$ cat src/logic/rtcia_pkg.sv
// Constants and carrier types of the clock indirect access and alarm block.
// Assumes one system clock; the slow clock is a divided enable tick.
package rtcia_pkg;
    // Register port addresses
    localparam logic [7:0] RTCIA_ADDR_SFR   = 8'hac;
    localparam logic [7:0] RTCIA_DATA_SFR   = 8'had;
    localparam logic [7:0] RTCIA_LOCK_SFR   = 8'hae;
    localparam logic [7:0] RTCIA_UNLOCKED   = 8'h02;
    localparam logic [7:0] RTCIA_ZERO8      = 8'h00;
    localparam int         RTCIA_AUTO_READ_ENABLE_BIT = 6;
    // Indirect register indexes
    localparam logic [4:0] RTCIA_IDX_CAP0   = 5'h00;
    localparam logic [4:0] RTCIA_IDX_CTRL   = 5'h04;
    localparam logic [4:0] RTCIA_IDX_ROUTE  = 5'h05;
    localparam logic [4:0] RTCIA_IDX_FLAGS  = 5'h06;
    localparam logic [4:0] RTCIA_IDX_ALM0   = 5'h08;
    localparam logic [4:0] RTCIA_IDX_ALMEND = 5'h13;
    // Control bits
    localparam int RTCIA_CTL_RUN  = 0;
    localparam int RTCIA_CTL_AEN  = 1;
    localparam int RTCIA_CTL_AUTO = 2;
    localparam int RTCIA_CTL_CAP  = 3;
    localparam int RTCIA_CTL_SET  = 4;
    // Route bits
    localparam int RTCIA_RT_RESET = 0;
    localparam int RTCIA_RT_WAKE  = 1;
    localparam int RTCIA_RT_IRQ   = 2;
    localparam int RTCIA_NUM_ALM  = 3;
    // Timing
    localparam int RTCIA_CLK_HZ       = 125_000_000;
    localparam int RTCIA_SLOW_HZ      = 32_768;
    localparam int RTCIA_SLOW_DIV     = RTCIA_CLK_HZ / RTCIA_SLOW_HZ;
    localparam int RTCIA_XFER_MAX_SLW = 2;
    localparam int RTCIA_XFER_MAX_CYC = RTCIA_XFER_MAX_SLW * RTCIA_SLOW_DIV;

    typedef struct packed {
        logic [7:0] addr;
        logic       wr;
        logic       rd;
        logic [7:0] wdata;
    } rtcia_sfr_req_t;

    typedef struct packed {
        logic reset_req;
        logic wake_req;
        logic irq_req;
    } rtcia_alarm_req_t;
endpackage

$ cat src/logic/rtcia_top.sv
// Indirect access port and alarm comparator of the low power clock.
// Assumes a register port on clk; slow clock derived here as a tick.
//
// Summary of operation
// - Lock status register reads 0x02, meaning the interface is unlocked.
// - Writes to the lock status register change nothing.
// - Address register bit 6 turns automatic read on or off.
// - Address register bits 7 and 5 read zero; writes there ignored.
// - Address bits 4:0 select the internal register for indirect access.
// - Select field increments after each capture or alarm byte access.
// - Timer set or capture needs run on; completes within 2 slow cycles.
// - Full 32-bit timer equal to match value raises an alarm event.
// - With auto reset, timer clears on the same slow tick as the alarm 0 event.
// - Alarm events route to reset, wake-up or interrupt request.
// - Writing alarm event enable to zero clears the alarm flags.
// - Without auto reset, re-enabled same match recurs 2^32 slow cycles on.
// - Only alarm 0 triggers auto reset; alarms 1 and 2 do not.
// - Timer wraps from maximum to zero and keeps counting.
`timescale 1ns/100ps
module rtcia_top
    import rtcia_pkg::*;
(
    input  wire logic             clk,
    input  wire logic             resetn,
    input  wire rtcia_sfr_req_t   sfr_req,
    output logic [7:0]            sfr_rdata,
    output rtcia_alarm_req_t      alarm_req
);

    ////////////////////////////////////////////////////////////////////////////
    // Slow clock tick
    logic [11:0] div_r;
    logic        tick;

    assign tick = (div_r == 12'(RTCIA_SLOW_DIV - 1));

    always_ff @(posedge clk or negedge resetn) begin
        if (!resetn) begin
            div_r <= 12'h000;
        end else if (tick) begin
            div_r <= 12'h000;
        end else begin
            div_r <= div_r + 12'h001;
        end
    end

    ////////////////////////////////////////////////////////////////////////////
    // Register port decode
    logic       addr_wr, lock_wr, ind_wr, ind_rd, byte_sel, ind_step;
    logic       auto_read_enable_r, fetch_r;
    logic [4:0] sel_r;
    logic [7:0] addr_val, ind_val, rd_buf_r;

    assign addr_wr  = sfr_req.wr && (sfr_req.addr == RTCIA_ADDR_SFR);
    assign lock_wr  = sfr_req.wr && (sfr_req.addr == RTCIA_LOCK_SFR);
    assign ind_wr   = sfr_req.wr && (sfr_req.addr == RTCIA_DATA_SFR);
    assign ind_rd   = sfr_req.rd && (sfr_req.addr == RTCIA_DATA_SFR);
    assign byte_sel = (sel_r < RTCIA_IDX_CTRL) ||
                      (sel_r >= RTCIA_IDX_ALM0 && sel_r <= RTCIA_IDX_ALMEND);
    assign ind_step = (ind_wr || ind_rd) && byte_sel;
    assign addr_val = {1'b0, auto_read_enable_r, 1'b0, sel_r};

    always_ff @(posedge clk or negedge resetn) begin
        if (!resetn) begin
            auto_read_enable_r <= 1'b0;
            sel_r    <= 5'h00;
        end else if (addr_wr) begin
            auto_read_enable_r <= sfr_req.wdata[RTCIA_AUTO_READ_ENABLE_BIT];
            sel_r    <= sfr_req.wdata[4:0];
        end else if (ind_step) begin
            sel_r    <= sel_r + 5'h01;
        end
    end

    // Auto read refreshes the buffer one cycle after the select moves
    always_ff @(posedge clk or negedge resetn) begin
        if (!resetn) begin
            fetch_r  <= 1'b0;
            rd_buf_r <= RTCIA_ZERO8;
        end else begin
            fetch_r <= (addr_wr && sfr_req.wdata[RTCIA_AUTO_READ_ENABLE_BIT]) ||
                       (ind_rd && auto_read_enable_r);
            if (fetch_r) begin
                rd_buf_r <= ind_val;
            end
        end
    end

    always_ff @(posedge clk or negedge resetn) begin
        if (!resetn) begin
            sfr_rdata <= RTCIA_ZERO8;
        end else if (sfr_req.rd) begin
            case (sfr_req.addr)
                RTCIA_ADDR_SFR: sfr_rdata <= addr_val;
                RTCIA_LOCK_SFR: sfr_rdata <= RTCIA_UNLOCKED;
                RTCIA_DATA_SFR: sfr_rdata <= auto_read_enable_r ? rd_buf_r : ind_val;
                default:        sfr_rdata <= RTCIA_ZERO8;
            endcase
        end
    end

    ////////////////////////////////////////////////////////////////////////////
    // Indirect registers
    logic [7:0]  cap_r [4];
    logic [7:0]  alm_r [RTCIA_NUM_ALM*4];
    logic [31:0] alm_val [RTCIA_NUM_ALM];
    logic [31:0] timer_r, cap_val;
    logic        run_r, aen_r, auto_r, cap_pend_r, set_pend_r;
    logic [2:0]  route_r, flags_r, ev;
    logic [4:0]  alm_off;

    assign alm_off = sel_r - RTCIA_IDX_ALM0;
    assign cap_val = {cap_r[3], cap_r[2], cap_r[1], cap_r[0]};

    always_comb begin
        ind_val = RTCIA_ZERO8;
        if (sel_r < RTCIA_IDX_CTRL) begin
            ind_val = cap_r[sel_r[1:0]];
        end else if (sel_r >= RTCIA_IDX_ALM0 && sel_r <= RTCIA_IDX_ALMEND) begin
            ind_val = alm_r[alm_off[3:0]];
        end else if (sel_r == RTCIA_IDX_CTRL) begin
            ind_val = {3'b000, set_pend_r, cap_pend_r, auto_r, aen_r, run_r};
        end else if (sel_r == RTCIA_IDX_ROUTE) begin
            ind_val = {5'b00000, route_r};
        end else if (sel_r == RTCIA_IDX_FLAGS) begin
            ind_val = {5'b00000, flags_r};
        end
    end

    always_ff @(posedge clk or negedge resetn) begin
        if (!resetn) begin
            run_r      <= 1'b0;
            aen_r      <= 1'b0;
            auto_r     <= 1'b0;
            cap_pend_r <= 1'b0;
            set_pend_r <= 1'b0;
            route_r    <= 3'b000;
        end else begin
            if (ind_wr && sel_r == RTCIA_IDX_CTRL) begin
                run_r  <= sfr_req.wdata[RTCIA_CTL_RUN];
                aen_r  <= sfr_req.wdata[RTCIA_CTL_AEN];
                auto_r <= sfr_req.wdata[RTCIA_CTL_AUTO];
            end
            if (ind_wr && sel_r == RTCIA_IDX_ROUTE) begin
                route_r <= sfr_req.wdata[2:0];
            end
            // Transfers are accepted only when the same control write sets the run bit
            if (ind_wr && sel_r == RTCIA_IDX_CTRL &&
                sfr_req.wdata[RTCIA_CTL_CAP] && sfr_req.wdata[RTCIA_CTL_RUN]) begin
                cap_pend_r <= 1'b1;
            end else if (tick) begin
                cap_pend_r <= 1'b0;
            end
            if (ind_wr && sel_r == RTCIA_IDX_CTRL &&
                sfr_req.wdata[RTCIA_CTL_SET] && sfr_req.wdata[RTCIA_CTL_RUN]) begin
                set_pend_r <= 1'b1;
            end else if (tick) begin
                set_pend_r <= 1'b0;
            end
        end
    end

    // Capture bytes: hardware capture wins over a software byte write
    always_ff @(posedge clk or negedge resetn) begin
        if (!resetn) begin
            for (int b = 0; b < 4; b++) cap_r[b] <= RTCIA_ZERO8;
        end else if (tick && cap_pend_r) begin
            for (int b = 0; b < 4; b++) cap_r[b] <= timer_r[8*b +: 8];
        end else if (ind_wr && sel_r < RTCIA_IDX_CTRL) begin
            cap_r[sel_r[1:0]] <= sfr_req.wdata;
        end
    end

    always_ff @(posedge clk or negedge resetn) begin
        if (!resetn) begin
            for (int b = 0; b < RTCIA_NUM_ALM*4; b++) alm_r[b] <= RTCIA_ZERO8;
        end else if (ind_wr && sel_r >= RTCIA_IDX_ALM0 && sel_r <= RTCIA_IDX_ALMEND) begin
            alm_r[alm_off[3:0]] <= sfr_req.wdata;
        end
    end

    ////////////////////////////////////////////////////////////////////////////
    // Timer and alarm comparators
    logic aen_clr;

    assign aen_clr = ind_wr && sel_r == RTCIA_IDX_CTRL && !sfr_req.wdata[RTCIA_CTL_AEN];

    for (genvar i = 0; i < RTCIA_NUM_ALM; i++) begin : g_alm
        logic sw_clr;
        assign alm_val[i] = {alm_r[4*i+3], alm_r[4*i+2], alm_r[4*i+1], alm_r[4*i]};
        assign ev[i]      = tick && run_r && aen_r && (timer_r == alm_val[i]);
        assign sw_clr     = aen_clr ||
                            (ind_wr && sel_r == RTCIA_IDX_FLAGS && sfr_req.wdata[i]);
        always_ff @(posedge clk or negedge resetn) begin
            if (!resetn) begin
                flags_r[i] <= 1'b0;
            end else begin
                flags_r[i] <= ev[i] || (flags_r[i] && !sw_clr);
            end
        end
    end

    always_ff @(posedge clk or negedge resetn) begin
        if (!resetn) begin
            timer_r <= 32'h0000_0000;
        end else if (tick) begin
            if (set_pend_r) begin
                timer_r <= cap_val;
            end else if (auto_r && ev[0]) begin
                timer_r <= 32'h0000_0000;
            end else if (run_r) begin
                timer_r <= timer_r + 32'h0000_0001;
            end
        end
    end

    always_ff @(posedge clk or negedge resetn) begin
        if (!resetn) begin
            alarm_req <= '0;
        end else begin
            alarm_req.reset_req <= |flags_r && route_r[RTCIA_RT_RESET];
            alarm_req.wake_req  <= |flags_r && route_r[RTCIA_RT_WAKE];
            alarm_req.irq_req   <= |flags_r && route_r[RTCIA_RT_IRQ];
        end
    end

    ////////////////////////////////////////////////////////////////////////////
    // Checks
    logic [13:0] pend_cnt_r;

    always_ff @(posedge clk or negedge resetn) begin
        if (!resetn) begin
            pend_cnt_r <= 14'h0000;
        end else if (cap_pend_r || set_pend_r) begin
            pend_cnt_r <= pend_cnt_r + 14'h0001;
        end else begin
            pend_cnt_r <= 14'h0000;
        end
    end
endmodule

$ cat config.mk
export PLATFORM = sky130hd
export DESIGN_NAME = rtcia_top
export DESIGN_NICKNAME = d
export VERILOG_FILES = /design/src/logic/rtcia_pkg.sv /design/src/logic/rtcia_top.sv
export SDC_FILE = /design/constraint.sdc
export NUM_CORES = 1
export LEC_CHECK = 0
export ABC_AREA = 1
export BUFFER_PORTS_ARGS = -buffer_cell sky130_fd_sc_hd__buf_2
export CAP_MARGIN = 20
export CORE_UTILIZATION = 40
export CTS_CLUSTER_DIAMETER = 80
export DETAILED_ROUTE_END_ITERATION = 8
export PLACE_DENSITY_LB_ADDON = 0.05
export SLEW_MARGIN = 10
export SYNTH_ARGS = -nofsm -noshare
export SYNTH_HDL_FRONTEND = slang
export SYNTH_SLANG_ARGS = --single-unit
$ cat constraint.sdc
create_clock -name clk -period 4.1 [get_ports clk]
set_clock_uncertainty 0.1 [all_clocks]
set_input_delay 0.205 -clock clk [delete_from_list [all_inputs] [get_ports clk]]
set_output_delay 0.205 -clock clk [all_outputs]
set_load 0.02 [all_outputs]
==> run summary <==
Mapped Nets: 1,831
Ys flop type: dfrtp_1
Worst hold margin: 0.0195 ns
Fin Setup TNS: 0 ns
Final GP Congestion: 0.940
Initial Utilization: 40.9%
Fmax: 0.293 GHz
Post-synthesis compound-gate area fraction: 13.7%
Share of layout cells above drive strength 1: 9.63%
Worst Path Arrival: 3.75 ns
Die width: 182 µm
Drt via density: 5.45
1st-pass router iterations: 5
Avg WL per Cell: 22.0 µm
Reg area: 5230 µm²
IO buf count: 30
CP Data Required Time: 4.43 ns
Overflow after GRT: 0
Max VDD drop: 285 µV
Highest routed layer: met4
Yosys warning count: 0
Worst setup SP type: register
Adder-Cell Fraction of Synth Area: 0.675%
Total chip power: 5240 µW
Met1 wire length: 22.3 mm
Final Net Count: 1,827
RSZ-0062 raised after global routing: false
Hold Crit Class: primary input to register
Cell Rows: 65
Vias: 12,092
Final Hold Vio Count: 0
CTS Sinks: 209
Xor-xnor portion of the synthesized cell area: 6.07%
Area contributors post-synth: dfrtp_1 40%, nand2_1 17%, o21ai_0 7.6%
Final setup fails: 0
Diodes inserted: 0
Synthesized instance count: 1,804
Clock Path Buffers: 3
Largest net degree at the start of global routing: 112
Slew headroom: 26.0%
Antenna-violating nets left: 0
CP Capture Type: register
Largest fanout on the critical path: 17
Period utilisation layout: 83.4%
Post-CTS Repair Setup Buffers: 0
Simple-gate share of the synthesized area: 30.9%
Status: finished, final reports clean
Most instantiated cells after synthesis: 593 x nand2_1, 209 x dfrtp_1, 197 x o21ai_0, 127 x inv_1, 115 x nor2_1
Synthesized area: 13,000 µm²
Met2 wire len: 21.7 mm
Syn-to-layout area delta: 10.3%
CTS tree: yes
Synth Register Bits: 209
Drt initial violations: 1,183
Core area: 31,700 µm²
Clock transition at the registers of the reported paths: 0.06 ns
TritonCTS buffer count: 26
First-pass GRT wire length: 73.5 mm
Clock H-tree levels: 1
Post-synth EDFFs: 0
DPL Wire Length: 35.0 mm
Chip height: 182 µm
IO Pins: 31
P_leak: 0.00677 µW
Final min period: 3.42 ns
Die area: 33,200 µm²
Fin. max-slew vios: 0
Yosys cell types: 51
Clock latency at the later pin of the worst-skew pair: 0.55 ns
Antenna violations before repair: 0
Met3 routed wirelength: 3.14 mm
Vias in the first global route: 11,374
Clock Tree Root: clkbuf_16
Max_cap viols: 0
Main combinational cell family by area after synthesis: simple AND/OR/NAND/NOR gates
Filler cells: 3,250
Routed wire length: 48.8 mm
Post-synth ARST share: 100%
Overall Global Routing Usage: 29.6%
Synth top area share: 40.3%
DRC violations left: 0
Syn_area_per_cell: 7.20 µm²
Worst-margin pin slew: 1.11 ns
Count leader, synth: nand2_1
Register area share after synthesis: 40.3%
Multi-input gate area: 6670 µm²
WS Path Type: register to register
Power Density: 366 nW/µm²
Mux share of post-synthesis cell area: 0%
Yosys top cell by area: dfrtp_1
==> flip-flops by register name (all words and copies together) (netlist names) <==
register / flops
div_r: 12
rd_buf_r: 8
cap_pend_r: 1
route_r: 3
sel_r: 5
timer_r: 32
aen_r: 1
auto_read_enable_r: 1
cap_r: 32
alm_r: 96
auto_r: 1
run_r: 1
set_pend_r: 1
fetch_r: 1
flags_r: 3
sfr_rdata: 8
alarm_req: 3
==> cell usage in the layout (no fill, tap or decap), types with 6 or more instances in the layout <==
cell,netlist,final
dlygate4sd3_1,0,12
xor2_1,46,46
a21boi_0,8,8
o21ai_1,34,34
xnor2_1,44,44
nand3_2,8,8
clkinv_2,1,6
buf_2,40,29
nor3_1,34,34
inv_1,127,126
nand3b_1,11,11
nand3_1,107,107
ha_1,7,7
inv_2,5,6
dfrtp_1,209,208
nand2_2,12,12
buf_4,4,29
o21ai_2,16,16
nor2_1,115,115
o22ai_1,7,7
nand4_1,18,18
o21ai_0,197,197
a21oi_1,45,45
nand2_1,593,593
clkbuf_1,42,6
or2_2,15,15
clkbuf_16,0,27
==> where the power goes <==
| group | switching, µW | leakage (µW) | internal (µW) |
|---|---|---|---|
| logic | 591 | 0.00349 | 196 |
| registers | 31.9 | 0.00286 | 2080 |
| clock network | 926 | 0.000424 | 1410 |
==> area by class of cell <==
type	instances	share of cell area (%)
Clock buffer	38	5.36
Multi-Input combinational cell	1355	46.6
Timing Repair Buffer	73	3.81
Clock inverter	8	0.647
Sequential cell	209	36.5
Tap cell	402	3.51
Inverter	135	3.55
==> metrics by stage <==
step | utilization, % | worst slack (ns) | cells | instance area (µm²)
floorplan | - | 1.73 | 1804 | 13000
global placement | 42.0 | 1.23 | 2161 | 13300
detailed placement | 42.1 | 1.15 | 2162 | 13300
CTS | 45.1 | 0.774 | 2220 | 14300
global route | 45.1 | 0.525 | 2220 | 14300
finish | 45.1 | 0.681 | 2220 | 14300
==> path summary, 6_finish.rpt <==
kind                                     startpoint                  endpoint  slack, ns  depth (start not counted)
max                            sel_r[1]$_DFFE_PN0P_  sfr_rdata[1]$_DFFE_PN0P_       0.68                         16
min                                     sfr_req[16]  sfr_rdata[6]$_DFFE_PN0P_       0.02                          6
max reg2reg                    sel_r[1]$_DFFE_PN0P_  sfr_rdata[1]$_DFFE_PN0P_       0.68                         16
min reg2reg                sfr_rdata[3]$_DFFE_PN0P_  sfr_rdata[3]$_DFFE_PN0P_       0.37                          2
max in group asynchronous                    resetn     alm_r[70]$_DFFE_PN0P_       2.60                          3
min in group asynchronous                    resetn        div_r[8]$_DFF_PN0_       0.25                          2
==> per-layer routing <==
metal  vias to the layer above  GRT usage, %
met5                         -             0
met1                      5767          41.7
li1                       5810             -
met2                       433          46.7
met3                        82          3.73
met4                         0          10.6
==> worst max-delay path, cell delays in order, from the launching register on <==
cell           delay [ns]
dfrtp_1              0.34
buf_4                0.27
inv_1                0.27
ha_1                 0.31
inv_1                0.57
nor2_1               0.17
nand2_1              0.11
nand3_1              0.06
nand2_1              0.06
nand2_1              0.04
nand3_1              0.10
nand2_1              0.07
nand2_1              0.09
nand2_1              0.06
nand2_1              0.06
dlygate4sd3_1        0.55
nand2_1              0.05
==> cell families after synthesis <==
family / Yosys count
fa+ha+maj: 7
buf+inv: 240
simple gates: 933
flops: 209
compound gates: 325
xor+xnor: 90
==> what timing repair did <==
action / CTS / global route
endpoints found under the setup margin: 0 / 0
resized for setup: 0 / 0
hold buffers: 12 / 0
endpoints found under the hold margin: 122 / 0
Power figures use the tool's default switching activity.
